**config.mk**
```make
export PLATFORM = sky130hd
export DESIGN_NAME = asp_uart
export DESIGN_NICKNAME = d
export VERILOG_FILES = /design/src/rtl/asp_pkg.sv /design/src/rtl/asp_baud.sv /design/src/rtl/asp_t2_gen.sv /design/src/rtl/asp_uart.sv
export SDC_FILE = /design/constraint.sdc
export NUM_CORES = 1
export LEC_CHECK = 0
export BUFFER_PORTS_ARGS = -buffer_cell sky130_fd_sc_hd__buf_4
export CAP_MARGIN = 25
export CORE_MARGIN = 1.5
export CORE_UTILIZATION = 45
export DETAILED_ROUTE_END_ITERATION = 10
export GPL_TIMING_DRIVEN = 0
export PLACE_DENSITY_LB_ADDON = 0.12
export SLEW_MARGIN = 20
export SYNTH_ARGS = -nofsm -noshare
export SYNTH_HDL_FRONTEND = slang
export SYNTH_SLANG_ARGS = --single-unit
export TNS_END_PERCENT = 10
```
**constraint.sdc**
```tcl
create_clock -name clk_sys_i -period 2.7 [get_ports clk_sys_i]
set_input_delay 0.135 -clock clk_sys_i [delete_from_list [all_inputs] [get_ports clk_sys_i]]
set_output_delay 0.135 -clock clk_sys_i [all_outputs]
set_load 0.02 [all_outputs]
```
**src/rtl/asp_pkg.sv**
```systemverilog
// constants, register map and state types of the async serial port
package asp_pkg;
   // register offsets on the plain register port
   localparam logic [7:0] OFS_CTRL = 8'h00;   // serial_control
   localparam logic [7:0] OFS_BUF = 8'h01;    // serial_buffer
   localparam logic [7:0] OFS_PWR = 8'h02;    // power_control
   localparam logic [7:0] OFS_T2CTL = 8'h03;  // timer2_control
   localparam logic [7:0] OFS_RLD_LO = 8'h04; // timer2_reload_low
   localparam logic [7:0] OFS_RLD_HI = 8'h05; // timer2_reload_high
   localparam logic [7:0] OFS_STAT = 8'h06;   // engine busy status
   // serial_control bit positions
   localparam int CTRL_RI = 0;  // rx_done_flag
   localparam int CTRL_TI = 1;  // tx_done_flag
   localparam int CTRL_RB8 = 2; // rx_ninth_bit
   localparam int CTRL_TB8 = 3; // tx_ninth_bit
   localparam int CTRL_REN = 4; // receive enable
   localparam int CTRL_SM2 = 5; // multiproc_filter
   localparam int CTRL_SML = 6; // mode_select_low
   localparam int CTRL_SMH = 7; // mode_select_high
   // power_control and timer2_control bit positions
   localparam int PWR_DBL = 7;  // baud_doubler
   localparam int T2_RUN = 2;   // timer 2 run
   localparam int T2_TX_CLOCK_FROM_TIMER2 = 4;  // tx_clock_from_timer2
   localparam int T2_RCLK = 5;  // rx clock from timer 2
   // values after reset
   localparam logic [7:0] CTRL_RST = 8'h00;
   localparam logic [7:0] T2CTL_RST = 8'h00;
   localparam logic [15:0] RLD_RST = 16'h0000;
   localparam logic [8:0] RX_PRELOAD = 9'h1ff;
   // mode encodings of the two mode-select bits
   localparam logic [1:0] MODE_SHIFT = 2'h0;
   localparam logic [1:0] MODE_8BIT = 2'h1;
   localparam logic [1:0] MODE_9FIX = 2'h2;
   localparam logic [1:0] MODE_9VAR = 2'h3;
   // bit-time counter states (sixteen per bit)
   localparam logic [3:0] SMP_FIRST = 4'h6; // 7th counter state
   localparam logic [3:0] SMP_LAST = 4'h8;  // 9th counter state
   localparam logic [3:0] CNT_ROLL = 4'hf;
   // fixed prescalers
   localparam logic [1:0] PRE_M2_LAST = 2'h3;   // mode 2: clk/4 ticks = clk/64 bits
   localparam logic [3:0] DIV_M0_LAST = 4'hb;   // mode 0: clk/12
   localparam logic [15:0] T2_TOP = 16'hffff;
   // stop-bit test pattern in tx shift register upper bits
   localparam logic [7:0] TX_LAST_PAT = 8'h01;
   // receive and transmit states, gray coded along the path
   typedef enum logic [1:0] {RX_IDLE = 2'b00, RX_BUSY = 2'b01, RX_TAIL = 2'b11} asp_rx_e;
   typedef enum logic [1:0] {TX_IDLE = 2'b00, TX_START = 2'b01, TX_DATA = 2'b11} asp_tx_e;
endpackage

```
**src/rtl/asp_baud.sv**
```systemverilog
// sixteen-times bit-rate tick selection for both directions
`timescale 1ns/1ns
`default_nettype none
module asp_baud (
   input wire logic clk_sys_i,
   input wire logic reset_n_i,
   input wire logic ce_i,
   input wire logic [1:0] mode_i,   // mode-select bits
   input wire logic doubler_i,      // baud_doubler
   input wire logic t1_ovf_i,       // timer 1 overflow pulse
   input wire logic t2_ovf_i,       // timer 2 overflow pulse
   input wire logic tx_t2_i,        // tx clock from timer 2
   input wire logic rx_t2_i,        // rx clock from timer 2
   output logic tx_tick_o,          // 16x tick for transmitter
   output logic rx_tick_o,          // 16x tick for receiver
   output logic shift_tick_o        // mode 0 fixed bit tick
);
   // whole state of the selector
   typedef struct packed {
      logic [1:0] pre;   // mode 2 prescaler
      logic half;        // timer 1 overflow halver
      logic [3:0] div12; // mode 0 divider
   } asp_baud_s;
   asp_baud_s st_r;
   asp_baud_s st_nxt;
   logic m2_tick;
   logic t1_tick;

   // tick decode from the current state
   always_comb
   begin
      m2_tick = doubler_i ? st_r.pre[0] : (st_r.pre == asp_pkg::PRE_M2_LAST);
      t1_tick = t1_ovf_i & (doubler_i | st_r.half);
      tx_tick_o = 1'b0;
      rx_tick_o = 1'b0;
      shift_tick_o = 1'b0;
      unique case (mode_i)
         asp_pkg::MODE_SHIFT: shift_tick_o = ce_i & (st_r.div12 == asp_pkg::DIV_M0_LAST);
         asp_pkg::MODE_9FIX:
         begin
            tx_tick_o = ce_i & m2_tick;
            rx_tick_o = ce_i & m2_tick;
         end
         asp_pkg::MODE_8BIT, asp_pkg::MODE_9VAR:
         begin
            tx_tick_o = ce_i & (tx_t2_i ? t2_ovf_i : t1_tick);
            rx_tick_o = ce_i & (rx_t2_i ? t2_ovf_i : t1_tick);
         end
      endcase
   end

   // next state of the dividers
   always_comb
   begin
      st_nxt = st_r;
      st_nxt.pre = st_r.pre + 2'h1;
      if (t1_ovf_i)
         st_nxt.half = ~st_r.half;
      if (st_r.div12 == asp_pkg::DIV_M0_LAST)
         st_nxt.div12 = 4'h0;
      else
         st_nxt.div12 = st_r.div12 + 4'h1;
   end

   // state register, frozen while ce_i is low
   always_ff @(posedge clk_sys_i)
   begin
      if (!reset_n_i)
         st_r <= '0;
      else if (ce_i)
         st_r <= st_nxt;
   end
endmodule // asp_baud
`default_nettype wire

```
**src/rtl/asp_t2_gen.sv**
```systemverilog
// timer 2 in bit-rate generator mode: auto-reloading 16-bit count at clk/2
`timescale 1ns/1ns
`default_nettype none
module asp_t2_gen (
   input wire logic clk_sys_i,
   input wire logic reset_n_i,
   input wire logic ce_i,
   input wire logic run_i,            // generator enabled
   input wire logic [15:0] reload_i,  // software preset reload pair
   output logic ovf_o                 // one-cycle overflow pulse
);
   // whole state of the generator
   typedef struct packed {
      logic phase;       // halves the clock
      logic [15:0] cnt;  // running count
   } asp_t2_s;
   asp_t2_s st_r;
   asp_t2_s st_nxt;

   // overflow when the count wraps on a counting phase
   assign ovf_o = ce_i & run_i & st_r.phase & (st_r.cnt == asp_pkg::T2_TOP);

   // next state: count every other cycle, reload on overflow
   always_comb
   begin
      st_nxt = st_r;
      st_nxt.phase = ~st_r.phase;
      // a stopped timer waits at the reload value, so the first period is full length
      if (!run_i)
         st_nxt.cnt = reload_i;
      else if (st_r.phase)
      begin
         if (st_r.cnt == asp_pkg::T2_TOP)
            st_nxt.cnt = reload_i;
         else
            st_nxt.cnt = st_r.cnt + 16'h0001;
      end
   end

   // state register, frozen while ce_i is low
   always_ff @(posedge clk_sys_i)
   begin
      if (!reset_n_i)
         st_r <= '0;
      else if (ce_i)
         st_r <= st_nxt;
   end
endmodule // asp_t2_gen
`default_nettype wire

```
**src/rtl/asp_uart.sv**
```systemverilog
// async serial port top: registers, receiver (modes 1-3), transmitter (modes 2-3)
// Operation
// - mode 1 rx starts on falling edge, 16x
// - start edge preloads ones, restarts bit counter
// - sample states 7,8,9; take majority
// - high first bit is false start, rehunt
// - shift in right; start at left, final shift
// - mode 1 final: load if filter/stop ok, flag clear
// - mode 1 rehunt right after final shift
// - frame: start, 8 data lsb first, ninth, stop
// - tx sends software ninth; rx stores ninth
// - mode 2 rate clk times doubler over 64
// - mode 3 rate from timer 1 or 2 per direction
// - buffer write loads, starts after counter rollover
// - start bit, data one bit later, then shifts
// - first shift inserts stop; finish at 11th rollover
// - modes 2/3 load if filter/ninth ok, flag clear
// - modes 2/3 rehunt one bit after final shift
// - mode 0 rate is clk over twelve
// - timer 1 rate: doubler times overflow over 32
// - timer 2 rate: overflow rate over sixteen
// - timer 2 reloads on overflow, clk/2 count
// - buffer read gives rx, write starts tx in modes 2/3
// - mode bits: 00 shift,01 8bit,10/11 9bit
// - reception starts only while receive enable set
//
// Implementation choices: the register offsets and the strobed register port.
`timescale 1ns/1ns
`default_nettype none
module asp_uart (
   input wire logic clk_sys_i,
   input wire logic reset_n_i,
   input wire logic ce_i,            // freezes all state while low
   input wire logic [7:0] addr_i,    // register address
   input wire logic [7:0] wdata_i,   // register write data
   input wire logic wr_i,            // write strobe
   input wire logic rd_i,            // read strobe
   output logic [7:0] rdata_o,       // read data, cycle after rd_i
   input wire logic rxd_i,           // serial input pin
   output logic txd_o,               // serial output pin
   input wire logic timer1_ovf_i,    // timer 1 overflow pulse, same clock
   output logic mode0_tick_o         // mode 0 fixed-rate bit tick
);
   // whole state of the port
   typedef struct packed {
      logic [1:0] rxd_sync;      // pin synchroniser
      logic rxd_prev;            // last sampled level for edge hunt
      asp_pkg::asp_rx_e rx_st;   // receiver state
      logic [3:0] rx_cnt;        // rx bit-time counter
      logic [1:0] rx_smp;        // first two majority samples
      logic [8:0] rx_shift;      // rx input shift register
      asp_pkg::asp_tx_e tx_st;   // transmitter state
      logic [3:0] tx_div;        // tx divide-by-16 counter
      logic tx_pend;             // transmission requested
      logic tx_shifted;          // first shift already done
      logic [8:0] tx_shift;      // tx shift register
      logic txd;                 // registered serial output
      logic [7:0] ctrl;          // serial_control
      logic [7:0] rx_buf;        // receive half of serial_buffer
      logic doubler;             // baud_doubler
      logic [7:0] t2ctl;         // timer2_control
      logic [15:0] reload;       // timer2 reload pair
      logic [7:0] rdata;         // read data register
   } asp_state_s;

   asp_state_s st_r;
   asp_state_s st_nxt;
   logic tx_tick;        // 16x tick, transmit side
   logic rx_tick;        // 16x tick, receive side
   logic t2_ovf;         // timer 2 overflow pulse
   logic [1:0] mode;     // mode-select pair
   logic rxd_s;          // synchronised serial input
   logic rx_bit;         // majority value of current bit
   logic rx_ok;          // final-shift acceptance
   logic set_ri;         // hardware sets rx_done_flag
   logic set_ti;         // hardware sets tx_done_flag
   logic load_rb8;       // hardware loads rx_ninth_bit
   logic rb8_val;        // value for rx_ninth_bit
   logic buf_wr;         // write to serial_buffer
   logic nine_bit;       // modes 2 or 3

   // majority of three samples
   function automatic logic maj3(input logic a, input logic b, input logic c);
      maj3 = (a & b) | (a & c) | (b & c);
   endfunction

   // bit order reversal: first received bit lands lowest
   function automatic logic [7:0] rev8(input logic [7:0] v);
      for (int i = 0; i < 8; i++)
         rev8[i] = v[7 - i];
   endfunction

   assign mode = {st_r.ctrl[asp_pkg::CTRL_SMH], st_r.ctrl[asp_pkg::CTRL_SML]};
   assign nine_bit = mode[1];
   assign rxd_s = st_r.rxd_sync[1];
   assign txd_o = st_r.txd;
   assign rdata_o = st_r.rdata;

   // bit-rate tick selection
   asp_baud u_baud (
      .clk_sys_i(clk_sys_i),
      .reset_n_i(reset_n_i),
      .ce_i(ce_i),
      .mode_i(mode),
      .doubler_i(st_r.doubler),
      .t1_ovf_i(timer1_ovf_i),
      .t2_ovf_i(t2_ovf),
      .tx_t2_i(st_r.t2ctl[asp_pkg::T2_TX_CLOCK_FROM_TIMER2]),
      .rx_t2_i(st_r.t2ctl[asp_pkg::T2_RCLK]),
      .tx_tick_o(tx_tick),
      .rx_tick_o(rx_tick),
      .shift_tick_o(mode0_tick_o)
   );

   // timer 2 generator runs when started and picked by either direction
   asp_t2_gen u_t2 (
      .clk_sys_i(clk_sys_i),
      .reset_n_i(reset_n_i),
      .ce_i(ce_i),
      .run_i(st_r.t2ctl[asp_pkg::T2_RUN]
             & (st_r.t2ctl[asp_pkg::T2_TX_CLOCK_FROM_TIMER2] | st_r.t2ctl[asp_pkg::T2_RCLK])),
      .reload_i(st_r.reload),
      .ovf_o(t2_ovf)
   );

   // receiver, transmitter and register file next state
   always_comb
   begin
      st_nxt = st_r;
      set_ri = 1'b0;
      set_ti = 1'b0;
      load_rb8 = 1'b0;
      rb8_val = 1'b0;
      rx_ok = 1'b0;
      buf_wr = wr_i && (addr_i == asp_pkg::OFS_BUF);
      rx_bit = maj3(st_r.rx_smp[1], st_r.rx_smp[0], rxd_s);

      // pin synchroniser
      st_nxt.rxd_sync = {st_r.rxd_sync[0], rxd_i};

      // receiver on its 16x tick
      if (rx_tick)
      begin
         st_nxt.rxd_prev = rxd_s;
         st_nxt.rx_cnt = st_r.rx_cnt + 4'h1;
         if (st_r.rx_cnt >= asp_pkg::SMP_FIRST && st_r.rx_cnt < asp_pkg::SMP_LAST)
            st_nxt.rx_smp = {st_r.rx_smp[0], rxd_s};
         unique case (st_r.rx_st)
            asp_pkg::RX_IDLE:
            begin
               // falling-edge hunt, only while enabled
               if (st_r.ctrl[asp_pkg::CTRL_REN] && st_r.rxd_prev && !rxd_s)
               begin
                  st_nxt.rx_st = asp_pkg::RX_BUSY;
                  st_nxt.rx_shift = asp_pkg::RX_PRELOAD;
                  st_nxt.rx_cnt = 4'h0;
               end
            end
            asp_pkg::RX_BUSY:
            begin
               if (st_r.rx_cnt == asp_pkg::SMP_LAST)
               begin
                  if (st_r.rx_shift == asp_pkg::RX_PRELOAD)
                  begin
                     // start bit time
                     if (rx_bit)
                        st_nxt.rx_st = asp_pkg::RX_IDLE;
                     else
                        st_nxt.rx_shift = {st_r.rx_shift[7:0], rx_bit};
                  end
                  else if (!st_r.rx_shift[8])
                  begin
                     // start bit at the left: final shift
                     st_nxt.rx_shift = {st_r.rx_shift[7:0], rx_bit};
                     rx_ok = (!st_r.ctrl[asp_pkg::CTRL_SM2] || rx_bit)
                             && !st_r.ctrl[asp_pkg::CTRL_RI];
                     if (rx_ok)
                     begin
                        st_nxt.rx_buf = rev8(st_r.rx_shift[7:0]);
                        load_rb8 = 1'b1;
                        rb8_val = rx_bit;
                        set_ri = 1'b1;
                     end
                     if (nine_bit)
                        st_nxt.rx_st = asp_pkg::RX_TAIL;
                     else
                        st_nxt.rx_st = asp_pkg::RX_IDLE;
                  end
                  else
                     st_nxt.rx_shift = {st_r.rx_shift[7:0], rx_bit};
               end
            end
            asp_pkg::RX_TAIL:
            begin
               // stop bit time passes unexamined
               if (st_r.rx_cnt == asp_pkg::SMP_LAST)
                  st_nxt.rx_st = asp_pkg::RX_IDLE;
            end
            default: st_nxt.rx_st = asp_pkg::RX_IDLE;
         endcase
      end

      // buffer write in nine-bit modes loads and requests a send
      if (buf_wr && nine_bit && st_r.tx_st == asp_pkg::TX_IDLE && !st_r.tx_pend)
      begin
         st_nxt.tx_shift = {st_r.ctrl[asp_pkg::CTRL_TB8], wdata_i};
         st_nxt.tx_pend = 1'b1;
      end

      // transmitter steps on divide-by-16 rollovers
      if (tx_tick)
      begin
         st_nxt.tx_div = st_r.tx_div + 4'h1;
         if (st_r.tx_div == asp_pkg::CNT_ROLL)
         begin
            unique case (st_r.tx_st)
               asp_pkg::TX_IDLE:
               begin
                  if (st_r.tx_pend)
                  begin
                     st_nxt.tx_st = asp_pkg::TX_START;
                     st_nxt.tx_pend = 1'b0;
                     st_nxt.tx_shifted = 1'b0;
                     st_nxt.txd = 1'b0;
                  end
               end
               asp_pkg::TX_START:
               begin
                  // output now follows the shift register
                  st_nxt.tx_st = asp_pkg::TX_DATA;
                  st_nxt.txd = st_r.tx_shift[0];
               end
               asp_pkg::TX_DATA:
               begin
                  if (st_r.tx_shifted && st_r.tx_shift[8:1] == asp_pkg::TX_LAST_PAT)
                  begin
                     // ninth bit has been out: last shift, stop bit
                     st_nxt.tx_shift = {1'b0, st_r.tx_shift[8:1]};
                     st_nxt.tx_st = asp_pkg::TX_IDLE;
                     st_nxt.txd = 1'b1;
                     set_ti = 1'b1;
                  end
                  else
                  begin
                     st_nxt.tx_shift = {~st_r.tx_shifted, st_r.tx_shift[8:1]};
                     st_nxt.tx_shifted = 1'b1;
                     st_nxt.txd = st_r.tx_shift[1];
                  end
               end
               default: st_nxt.tx_st = asp_pkg::TX_IDLE;
            endcase
         end
      end

      // register writes
      if (wr_i)
      begin
         unique case (addr_i)
            asp_pkg::OFS_CTRL: st_nxt.ctrl = wdata_i;
            asp_pkg::OFS_PWR: st_nxt.doubler = wdata_i[asp_pkg::PWR_DBL];
            asp_pkg::OFS_T2CTL: st_nxt.t2ctl = wdata_i;
            asp_pkg::OFS_RLD_LO: st_nxt.reload[7:0] = wdata_i;
            asp_pkg::OFS_RLD_HI: st_nxt.reload[15:8] = wdata_i;
            default: ;
         endcase
      end

      // hardware sets win over a software clear in the same cycle
      if (load_rb8)
         st_nxt.ctrl[asp_pkg::CTRL_RB8] = rb8_val;
      if (set_ri)
         st_nxt.ctrl[asp_pkg::CTRL_RI] = 1'b1;
      if (set_ti)
         st_nxt.ctrl[asp_pkg::CTRL_TI] = 1'b1;

      // read data for the cycle after the strobe
      st_nxt.rdata = 8'h00;
      if (rd_i)
      begin
         unique case (addr_i)
            asp_pkg::OFS_CTRL: st_nxt.rdata = st_r.ctrl;
            asp_pkg::OFS_BUF: st_nxt.rdata = st_r.rx_buf;
            asp_pkg::OFS_PWR: st_nxt.rdata = {st_r.doubler, 7'h00};
            asp_pkg::OFS_T2CTL: st_nxt.rdata = st_r.t2ctl;
            asp_pkg::OFS_RLD_LO: st_nxt.rdata = st_r.reload[7:0];
            asp_pkg::OFS_RLD_HI: st_nxt.rdata = st_r.reload[15:8];
            asp_pkg::OFS_STAT:
               st_nxt.rdata = {5'h00, st_r.tx_pend,
                               st_r.rx_st != asp_pkg::RX_IDLE,
                               st_r.tx_st != asp_pkg::TX_IDLE};
            default: st_nxt.rdata = 8'h00;
         endcase
      end
   end

   // state register; synchronous reset, ce_i freezes everything
   always_ff @(posedge clk_sys_i)
   begin
      if (!reset_n_i)
      begin
         st_r <= '0;
         st_r.rxd_sync <= 2'b11;
         st_r.rxd_prev <= 1'b1;
         st_r.rx_st <= asp_pkg::RX_IDLE;
         st_r.rx_shift <= asp_pkg::RX_PRELOAD;
         st_r.tx_st <= asp_pkg::TX_IDLE;
         st_r.txd <= 1'b1;
         st_r.ctrl <= asp_pkg::CTRL_RST;
         st_r.t2ctl <= asp_pkg::T2CTL_RST;
         st_r.reload <= asp_pkg::RLD_RST;
      end
      else if (ce_i)
         st_r <= st_nxt;
   end
endmodule // asp_uart
`default_nettype wire

```
==> run metrics, run 1 <==
run status=complete, no violations; slowest stage cell, crit path=nor4_4; Area Growth Syn to Fin=13.4%; synthesized instance count=668; flop-to-flop setup slack=0.21 ns; cts bufs inserted=9; post-layout minimum cycle time=2.49 ns; met3 wire len=1160 µm; global routing usage summed across all routing layers=26.8%; critical path, cell by cell=nand4_2, nor4_4, a41oi_4, a21oi_1, buf_2, mux2i_1; critical path depth in cells=6; Net Count, Synth=697; crit path capture=st_r[72]$_SDFFE_PN1P_; share of post-route cells with drive strength above 1=13.3%; # Max-Cap Violations=0; Antenna diodes=0; register area=2220 µm²; Die Area=13700 µm²; endpoints failing hold=0; transition time at the pin with the least slew margin=0.809 ns; number of synthesized flops with an enable pin=0; Critical path buffers and inverters=1; headroom to the max-slew limit=46.1%; pin count of the biggest net entering global routing=18; met1 routed wirelength after detailed routing=8040 µm; Async S/R FF share, synth=0%; worst setup slack after placement=-0.230 ns; DRC=0; buffer levels on the longest clock path=2; most common library cell in the layout ignoring fill and taps=dfxtp_1; DIE HEIGHT=117 µm; grt ovf=0; total power density per cell area=500 nW/µm²; Synth Flop Type=dfxtp_1; clk sink count=111; setup skew after layout=0.00924 ns; nature of the critical path endpoint=flop; Final WS setup=0.214 ns; CTS tree=built; largest vdd supply drop=282 µV; Clock transition at path regs=0.07 ns; total of endpoints with negative setup slack in the final report=0; detailed-placement wirelength estimate=12900 µm; via total after detailed routing=5356; count of input and output buffers=31; number of H-tree levels=3; top library cells by usage in the layout, fill and taps aside=111 x dfxtp_1, 86 x nor2_1, 53 x mux2i_1, 39 x nand2_1, 39 x buf_4; area of the mapped netlist=5840 µm²; CTS Root Cell=clkbuf_16; clock latency of the later-clocked register in the worst-skew pair=0.35 ns; via count of the first global-routing pass=5016; type of the setup path with the least slack=reg -> reg; unrepaired setup endpoints after global routing=false; number of different library cells in the post-synthesis netlist=74; worst endpoint data arrival time=2.76 ns; worst reg-to-reg path cell count=6; NumNets Final=740; HP Class=in -> reg; number of fill cells=1232; Crit Path Max Fanout=9; yosys synthesis warning count=0; post-synthesis average cell area=8.75 µm²; effective utilization at floorplan=46.3%; average via count per standard cell=6.03; final max-slew violation count=0; #FFs+latches synth=111; Pleak=2.46 nW; residual antenna-violating net count after detailed routing=0; total chip power=3.31 mW; I/O pin count=33; achievable clock frequency=0.402 GHz; floorplan core area=12600 µm²; met2 wire length=8060 µm; Worst Hold Path Cells=3; Critical Path Source Type=flop; peak per-stage delay on the critical path=0.67 ns; die span in x=117 µm; initial antenna violation count=0; R2R Path Start=u_t2.st_r[9]$_SDFFE_PN0P_; core utilization of the finished layout=52.5%; DRT Wirelength=17500 µm; multi-input gate area in the final layout=3340 µm²; wire length of the first global-routing pass=27500 µm; share of the clock period used by the worst path after layout=92.1%; share of synthesized area occupied by flip-flops and latches=38.0%; post-CTS setup buffers=0; highest metal used=met4; per-cell routed wire length=19.7 µm; weighted congestion at the end of routability-driven global placement=0.928; DRC marker count from the first detailed-route iteration=494; required time of the worst setup path=2.98 ns; R2R Path End=st_r[72]$_SDFFE_PN1P_; final sum of negative setup slack=0 ns; number of placement rows=41; Top Family by Delay on Critical Path=simple AND/OR/NAND/NOR gates; router iterations before antenna repair=5; crit path from=u_t2.st_r[9]$_SDFFE_PN0P_
-- per-stage QoR --
step,area (µm²),hold slack (ns),cells
2_1_floorplan,5840,0.263,668
3_3_place_gp,6290,0.354,871
3_5_place_dp,6290,0.355,871
4_1_cts,6620,0.0799,888
5_1_grt,6630,0.0874,888
6_report,6630,0.0866,888
-- sequential cells by signal (all words and copies together) (netlist names) --
name         flops
mode             2
u_baud.st_r      7
st_nxt           1
txd_o            1
rxd_s            1
st_r            74
u_t2.st_r       17
rdata_o          8
-- cell type report --
cell class	instances	share of cell area, %
multi-input combinational	493	50.4
sequential	111	33.5
timing repair buffer	32	3.66
buffer	50	3.64
clock buffer	11	3.51
tap	172	3.25
clock inverter	5	1.25
inverter	14	0.793
-- cells by family after synthesis --
group / share of synthesized area [%]
simple gates: 23.4
compound gates: 20.2
flops: 38.0
buf+inv: 5.03
mux: 11.3
fa+ha+maj: 1.46
xor+xnor: 0.600
-- where the power goes --
part / switching, mW / internal (mW)
Sequential: 0.0185 / 1.65
Clock: 0.626 / 0.815
Combinational: 0.134 / 0.0689
Total: 0.778 / 2.54
-- layer usage --
layer	global-route usage (%)	vias to the layer above
li1	-	2571
met1	37.3	2576
met2	43.2	190
met5	0	-
met4	6.83	0
met3	4.58	19
-- synthesized netlist by cell type, drive strengths merged (2+ instances only) --
library cell  count  share of area [%]
and2              5               0.54
nor4b             4               0.71
inv              14               0.90
mux2              9                1.8
o21ai            31                2.7
a31oi             6               0.64
a22o             11                1.6
nand2b           12                1.3
and3              5               0.54
a221oi            3               0.45
a211oi           21                2.7
o2bb2ai           2               0.30
buf              19                2.1
ha                6                1.3
mux2i            53                9.1
xnor2             2               0.30
nor4              7                1.6
o211ai            2               0.26
or3               8               0.86
a22oi             3               0.39
xor2              2               0.30
nand4            19                2.1
clkbuf           31                2.0
nor2             86                5.5
a21o              3               0.39
o32ai             2               0.30
a21boi            3               0.39
o221a             2               0.39
and4              6               0.90
o31a              2               0.30
nand4b            2               0.30
nand2            39                2.5
o21a              2               0.26
nand3            36                3.3
a21oi            34                3.0
nor3             13                1.1
a311oi            2               0.60
nand3b            2               0.26
dfxtp           111                 38
o22ai             5               0.54
a221o             4               0.69
or4               2               0.39
nor2b             5               0.54
o221ai           11                1.6
o211a             3               0.51
-- tightest hold or removal path, delay by kind of cell --
kind	cells	cell delay [ns]
AND/OR/NAND/NOR	1	0.07
buffers and inverters	1	0.13
multiplexers	1	0.07
-- worst min path at each step --
stage,start,to,slack [ns]
global route,wdata_i[7],mode[1]$_SDFFE_PN0P_,0.09
global placement,rxd_i,st_nxt[86]$_SDFFE_PN1P_,0.35
detailed placement,rxd_i,st_nxt[86]$_SDFFE_PN1P_,0.36
finish,wdata_i[7],st_r[32]$_SDFFE_PN0P_,0.09
CTS,wdata_i[7],st_r[32]$_SDFFE_PN0P_,0.08
floorplan,rxd_i,st_nxt[86]$_SDFFE_PN1P_,0.26
-- timing repair --
action,4_1_cts,5_1_grt
setup endpoints to repair,14,10
pin swaps,0,0
gates resized for setup,1,1
hold buffers,1,0
endpoints found under the hold margin,1,0
No activity file was read; power rests on OpenSTA's default activity.
==> run 2, diff against run 1 <==
--- a/config.mk
+++ b/config.mk
@@ -9,9 +9,12 @@
 export CAP_MARGIN = 25
 export CORE_MARGIN = 1.5
 export CORE_UTILIZATION = 45
+export CTS_CLUSTER_SIZE = 10
 export DETAILED_ROUTE_END_ITERATION = 10
 export GPL_TIMING_DRIVEN = 0
+export HOLD_SLACK_MARGIN = 0.08
 export PLACE_DENSITY_LB_ADDON = 0.12
+export RECOVER_POWER = 100
 export SLEW_MARGIN = 20
 export SYNTH_ARGS = -nofsm -noshare
 export SYNTH_HDL_FRONTEND = slang
==> run metrics, run 2 (synthesis gave the netlist of run 1 again) <==
global routing usage summed across all routing layers=26.8% (about the same); DRT Wirelength=17500 µm (about the same); Final Cell Area=6540 µm² (was 6630 µm²); most common library cell in the layout ignoring fill and taps=dfxtp_1 (unchanged); run status=complete, no violations (unchanged); clock latency of the later-clocked register in the worst-skew pair=0.35 ns (about the same); Critical Path Source Type=flop (unchanged); buffer levels on the longest clock path=2 (unchanged); total of endpoints with negative setup slack in the final report=0 (unchanged); placed standard-cell area=6290 µm² (unchanged); largest register by flop count=st_r (unchanged); headroom to the max-slew limit=27.6% (was 46.1%); final max-slew violation count=0 (unchanged); Area Growth Syn to Fin=11.9% (was 13.4%); setup skew after layout=0.00834 ns (was 0.00924 ns); max FFs per register=74 (unchanged); pin count of the biggest net entering global routing=18 (unchanged); switching power share of the total=23.2% (was 23.5%); nature of the critical path endpoint=flop (unchanged); wire length of the first global-routing pass=27600 µm (was 27500 µm); achievable clock frequency=0.398 GHz (was 0.402 GHz); DIE HEIGHT=117 µm (unchanged); worst reg-to-reg path cell count=7 (was 6); share of post-route cells with drive strength above 1=11.2% (was 13.3%); Clock transition at path regs=0.07 ns (about the same); I/O pin count=33 (unchanged); cts bufs inserted=9 (unchanged); Comb pwr share=6.0% (was 6.1%); unrepaired setup endpoints after global routing=false (unchanged); type of the setup path with the least slack=reg -> reg (unchanged); via count of the first global-routing pass=5019 (was 5016); endpoints failing hold=0 (unchanged); count of input and output buffers=31 (unchanged); multi-input gate area in the final layout=3290 µm² (was 3340 µm²); Critical path buffers and inverters=1 (unchanged); CTS tree=built (unchanged); worst endpoint data arrival time=2.73 ns (was 2.76 ns); initial antenna violation count=0 (unchanged); # Max-Cap Violations=0 (unchanged); Sequential Power Share=50.6% (was 50.4%); post-layout minimum cycle time=2.51 ns (was 2.49 ns); total power density per cell area=505 nW/µm² (was 500 nW/µm²); average via count per standard cell=6.03 (about the same); Die Area=13700 µm² (unchanged); post-CTS setup buffers=0 (unchanged); residual antenna-violating net count after detailed routing=0 (unchanged); CTS Root Cell=clkbuf_16 (unchanged); R2R Path End=st_r[57]$_SDFFE_PN0P_ (was st_r[72]$_SDFFE_PN1P_); worst hold margin=0.0941 ns (was 0.0866 ns); NumNets Final=741 (was 740); HP Class=in -> reg (unchanged); via total after detailed routing=5359 (was 5356); final sum of negative setup slack=0 ns (unchanged); DRC=0 (unchanged); share of the clock period used by the worst path after layout=92.9% (was 92.1%); transition time at the pin with the least slew margin=1.08 ns (was 0.809 ns); clock network fraction of design power=43.4% (was 43.5%); switching power summed over all nets=0.768 mW (was 0.778 mW); R2R Path Start=u_t2.st_r[0]$_SDFFE_PN0P_ (was u_t2.st_r[9]$_SDFFE_PN0P_); Hold Path End=st_r[30]$_SDFFE_PN0P_ (was st_r[32]$_SDFFE_PN0P_); hold path startpoint=wdata_i[6] (was wdata_i[7]); clk sink count=111 (unchanged); Antenna diodes=0 (unchanged); Crit Path Max Fanout=10 (was 9); router iterations before antenna repair=6 (was 5); cell internal power dissipation=2.54 mW (about the same); Pleak=2.41 nW (was 2.46 nW); detailed-placement wirelength estimate=12900 µm (unchanged); peak per-stage delay on the critical path=0.47 ns (was 0.67 ns); critical path, cell by cell=ha_1, nand3_1, nor3_4, nand4_1, clkbuf_1, a211oi_1, a211oi_1 (was nand4_2, nor4_4, a41oi_4, a21oi_1, buf_2, mux2i_1); top library cells by usage in the layout, fill and taps aside=111 x dfxtp_1, 86 x nor2_1, 53 x mux2i_1, 46 x clkbuf_1, 39 x nand2_1 (was 111 x dfxtp_1, 86 x nor2_1, 53 x mux2i_1, 39 x nand2_1, 39 x buf_4); effective utilization at floorplan=46.3% (unchanged); number of placement rows=41 (unchanged); Top Family by Delay on Critical Path=simple AND/OR/NAND/NOR gates (unchanged); slowest stage cell, crit path=nor3_4 (was nor4_4); register area=2220 µm² (unchanged); floorplan core area=12600 µm² (unchanged); grt ovf=0 (unchanged); flop-to-flop setup slack=0.19 ns (was 0.21 ns); die span in x=117 µm (unchanged); total chip power=3.30 mW (was 3.31 mW); weighted congestion at the end of routability-driven global placement=0.928 (unchanged); largest vdd supply drop=284 µV (was 282 µV); number of H-tree levels=3 (unchanged); required time of the worst setup path=2.92 ns (was 2.98 ns); cell occurring most often along the worst timing path=a211oi_1; Worst Hold Path Cells=3 (unchanged); DRC marker count from the first detailed-route iteration=492 (was 494); per-cell routed wire length=19.7 µm (about the same); number of fill cells=1258 (was 1232)
run 2: cell count changes in the layout (fill, tap and decap cells not counted), sizes merged:
cell,previous run,this run
clkbuf,42,57
dlygate4sd3,1,2
buf,50,35
run 2: tightest hold or removal path, delay by kind of cell:
kind          cells  cell delay, ns
buf+inv           1            0.13
mux               1            0.07
simple gates      1            0.07
run 2: per-stage QoR:
| step | utilization, % | setup WS (ns) | std cells |
|---|---|---|---|
| floorplan | - | 0.679 | 668 |
| global placement | 49.8 | -0.139 | 871 |
| detailed placement | 49.8 | -0.230 | 871 |
| CTS | 52.5 | 0.0988 | 889 |
| global route | 51.8 | 0.0156 | 889 |
| finish | 51.8 | 0.190 | 889 |
run 2: area by class of cell:
| class | count | area share (%) |
|---|---|---|
| timing repair buffer | 33 | 3.31 |
| buffer | 50 | 3.44 |
| sequential | 111 | 34.0 |
| clock inverter | 5 | 1.26 |
| tap | 172 | 3.29 |
| inverter | 14 | 0.804 |
| multi-input combinational | 493 | 50.3 |
| clock buffer | 11 | 3.56 |
run 2: timing repair:
action                                  4_1_cts  5_1_grt
hold endpoints to repair                      2        0
endpoints found under the setup margin       14       10
gates resized for setup                       1        1
hold buffers                                  2        0
run 2: how the worst max path moves through the flow:
stage	startpoint	endpoint	slack (ns)	cells past startpoint
floorplan	u_t2.st_r[0]$_SDFFE_PN0P_	st_r[54]$_SDFFE_PN0P_	0.68	7
global placement	u_t2.st_r[0]$_SDFFE_PN0P_	txd_o$_SDFFE_PN1P_	-0.14	7
detailed placement	u_t2.st_r[0]$_SDFFE_PN0P_	st_r[57]$_SDFFE_PN0P_	-0.23	7
CTS	u_t2.st_r[0]$_SDFFE_PN0P_	st_r[57]$_SDFFE_PN0P_	0.1	7
global route	u_t2.st_r[9]$_SDFFE_PN0P_	st_r[72]$_SDFFE_PN1P_	0.02	6
finish	u_t2.st_r[0]$_SDFFE_PN0P_	st_r[57]$_SDFFE_PN0P_	0.19	7
run 2: metal layers:
| metal | wire length, µm | GRT usage, % |
|---|---|---|
| met1 | 8100 | 37.3 |
| met2 | 8060 | 43.2 |
| met3 | 1090 | 4.58 |
| met4 | 229 | 6.83 |
| met5 | 0 | 0 |
run 2: power groups by stage:
stage	Combinational (mW)	Sequential [mW]	Clock, mW
after floorplan	0.109	1.70	0
after global placement	0.195	1.71	0
after detailed placement	0.199	1.71	0
after CTS	0.202	1.67	1.45
after global routing	0.213	1.67	1.52
final	0.198	1.67	1.43
==> run 3, diff against run 2 <==
==> constraint.sdc (replaced) <==
create_clock -name clk_sys_i -period 2.7 [get_ports clk_sys_i]
set_input_delay 0.135 -clock clk_sys_i [delete_from_list [all_inputs] [get_ports clk_sys_i]]
set_output_delay 0.135 -clock clk_sys_i [all_outputs]
set_load 0.05 [all_outputs]
==> run metrics, run 3 (synthesis gave the netlist of run 1 again) <==
critical path, cell by cell=ha_1, and3_1, clkbuf_1, a21oi_2, clkbuf_1, o22ai_1, a31o_2 (was ha_1, nand3_1, nor3_4, nand4_1, clkbuf_1, a211oi_1, a211oi_1); transition time at the pin with the least slew margin=1.09 ns (was 1.08 ns); weighted congestion at the end of routability-driven global placement=0.907 (was 0.928); Worst Hold Path Cells=3 (unchanged); total power density per cell area=505 nW/µm² (about the same); Final Cell Area=6540 µm² (about the same); router iterations before antenna repair=5 (was 6); post-layout minimum cycle time=2.56 ns (was 2.51 ns); total of endpoints with negative setup slack in the final report=0 (unchanged); switching power share of the total=23.3% (was 23.2%); Clock transition at path regs=0.08 ns (was 0.07 ns); flop-to-flop setup slack=0.14 ns (was 0.19 ns); floorplan core area=12600 µm² (unchanged); clock latency of the later-clocked register in the worst-skew pair=0.36 ns (was 0.35 ns); hold path startpoint=wdata_i[1] (was wdata_i[6]); cts bufs inserted=9 (unchanged); DRC=0 (unchanged); I/O pin count=33 (unchanged); achievable clock frequency=0.390 GHz (was 0.398 GHz); peak per-stage delay on the critical path=0.53 ns (was 0.47 ns); largest register by flop count=st_r (unchanged); worst endpoint data arrival time=2.82 ns (was 2.73 ns); initial antenna violation count=0 (unchanged); share of the clock period used by the worst path after layout=95.0% (was 92.9%); R2R Path Start=u_t2.st_r[0]$_SDFFE_PN0P_ (unchanged); Sequential Power Share=50.6% (about the same); Crit Path Max Fanout=10 (unchanged); headroom to the max-slew limit=27.0% (was 27.6%); unrepaired setup endpoints after global routing=false (unchanged); DRC marker count from the first detailed-route iteration=638 (was 492); effective utilization at floorplan=46.3% (unchanged); DIE HEIGHT=117 µm (unchanged); cell internal power dissipation=2.53 mW (was 2.54 mW); top library cells by usage in the layout, fill and taps aside=111 x dfxtp_1, 86 x nor2_1, 53 x mux2i_1, 45 x clkbuf_1, 39 x nand2_1 (was 111 x dfxtp_1, 86 x nor2_1, 53 x mux2i_1, 46 x clkbuf_1, 39 x nand2_1); number of fill cells=1252 (was 1258); nature of the critical path endpoint=flop (unchanged); CTS tree=built (unchanged); register area=2220 µm² (unchanged); cell occurring most often along the worst timing path=clkbuf_1 (was a211oi_1); final max-slew violation count=0 (unchanged); Comb pwr share=6.0% (about the same); Die Area=13700 µm² (unchanged); clk sink count=111 (unchanged); CTS Root Cell=clkbuf_16 (unchanged); worst reg-to-reg path cell count=7 (unchanged); DRT Wirelength=17800 µm (was 17500 µm); max FFs per register=74 (unchanged); Critical Path Source Type=flop (unchanged); HP Class=in -> reg (unchanged); global routing usage summed across all routing layers=26.9% (was 26.8%); Final WS setup=0.136 ns (was 0.190 ns); largest vdd supply drop=368 µV (was 284 µV); per-cell routed wire length=20.0 µm (was 19.7 µm); Pleak=2.41 nW (about the same); residual antenna-violating net count after detailed routing=0 (unchanged); number of H-tree levels=3 (unchanged); most common library cell in the layout ignoring fill and taps=dfxtp_1 (unchanged); NumNets Final=741 (unchanged); Hold Path End=st_r[9]$_SDFFE_PN0P_ (was st_r[30]$_SDFFE_PN0P_); detailed-placement wirelength estimate=13000 µm (was 12900 µm); share of post-route cells with drive strength above 1=11.0% (was 11.2%); Antenna diodes=0 (unchanged); required time of the worst setup path=2.96 ns (was 2.92 ns); Top Family by Delay on Critical Path=compound AO/OA/AOI/OAI gates (was simple AND/OR/NAND/NOR gates); pin count of the biggest net entering global routing=18 (unchanged); # Max-Cap Violations=0 (unchanged); via total after detailed routing=5462 (was 5359); endpoints failing hold=0 (unchanged); Critical path buffers and inverters=2 (was 1); R2R Path End=u_t2.st_r[9]$_SDFFE_PN0P_ (was st_r[57]$_SDFFE_PN0P_); grt ovf=0 (unchanged); via count of the first global-routing pass=5018 (was 5019); slowest stage cell, crit path=a21oi_2 (was nor3_4); wire length of the first global-routing pass=27600 µm (about the same); type of the setup path with the least slack=reg -> reg (unchanged); worst setup slack after placement=-0.152 ns (was -0.230 ns); Area Growth Syn to Fin=11.9% (about the same); run status=complete, no violations (unchanged); die span in x=117 µm (unchanged); switching power summed over all nets=0.771 mW (was 0.768 mW); count of input and output buffers=31 (unchanged); setup skew after layout=0.00817 ns (was 0.00834 ns); buffer levels on the longest clock path=2 (unchanged); number of placement rows=41 (unchanged); average via count per standard cell=6.14 (was 6.03); multi-input gate area in the final layout=3290 µm² (about the same); placed standard-cell area=6300 µm² (was 6290 µm²); clock network fraction of design power=43.4% (about the same)
run 3: layout make-up:
cell class	instances	area share (%)
multi-input combinational	493	50.3
sequential	111	34.0
clock buffer	10	3.50
buffer	50	3.45
timing repair buffer	33	3.35
tap	172	3.29
clock inverter	6	1.30
inverter	14	0.804
run 3: through the flow:
step | util (%) | TNS (ns) | hold WS, ns | power [mW] | instances
global route | 51.8 | 0 | 0.0929 | 3.40 | 889
finish | 51.8 | 0 | 0.0875 | 3.30 | 889
floorplan | - | 0 | 0.263 | 1.81 | 668
global placement | 49.9 | -0.937 | 0.365 | 1.90 | 871
CTS | 52.6 | 0 | 0.0814 | 3.33 | 889
detailed placement | 49.9 | -1.33 | 0.366 | 1.91 | 871
run 3: worst min-delay path, delay by kind of cell:
family	cells	cell delay, ns
buffers and inverters	1	0.13
muxes	1	0.07
and+or+nand+nor	1	0.07
run 3: worst max path at each step:
| stage | depth (start not counted) | from | end | slack, ns |
|---|---|---|---|---|
| floorplan | 5 | ce_i | mode0_tick_o | 0.55 |
| global placement | 7 | u_t2.st_r[0]$_SDFFE_PN0P_ | txd_o$_SDFFE_PN1P_ | -0.12 |
| detailed placement | 7 | u_t2.st_r[0]$_SDFFE_PN0P_ | st_r[54]$_SDFFE_PN0P_ | -0.15 |
| CTS | 7 | u_t2.st_r[0]$_SDFFE_PN0P_ | st_r[54]$_SDFFE_PN0P_ | 0.16 |
| global route | 6 | u_t2.st_r[9]$_SDFFE_PN0P_ | st_r[38]$_SDFFE_PN0P_ | 0.03 |
| finish | 7 | u_t2.st_r[0]$_SDFFE_PN0P_ | u_t2.st_r[9]$_SDFFE_PN0P_ | 0.14 |
run 3: routing by layer:
layer  GRT usage [%]  wire length [µm]  vias to the layer above
met3            4.58              1320                       24
met2            43.1              8130                      259
li1                -                 -                     2574
met4            9.96               450                        0
met1            36.6              7890                     2605
met5               0                 0                        -
run 3: power groups by stage:
stage / clock [mW] / sequential [mW] / combinational [mW]
floorplan: 0 / 1.70 / 0.109
global placement: 0 / 1.71 / 0.197
detailed placement: 0 / 1.71 / 0.200
CTS: 1.46 / 1.67 / 0.203
global route: 1.52 / 1.67 / 0.213
finish: 1.43 / 1.67 / 0.199
run 3: repair_timing:
item | CTS | global route
setup endpoints to repair | 10 | 10
gates resized for setup | 1 | 1
setup buffers | 0 | 0
hold buffers | 2 | 0
endpoints found under the hold margin | 2 | 0
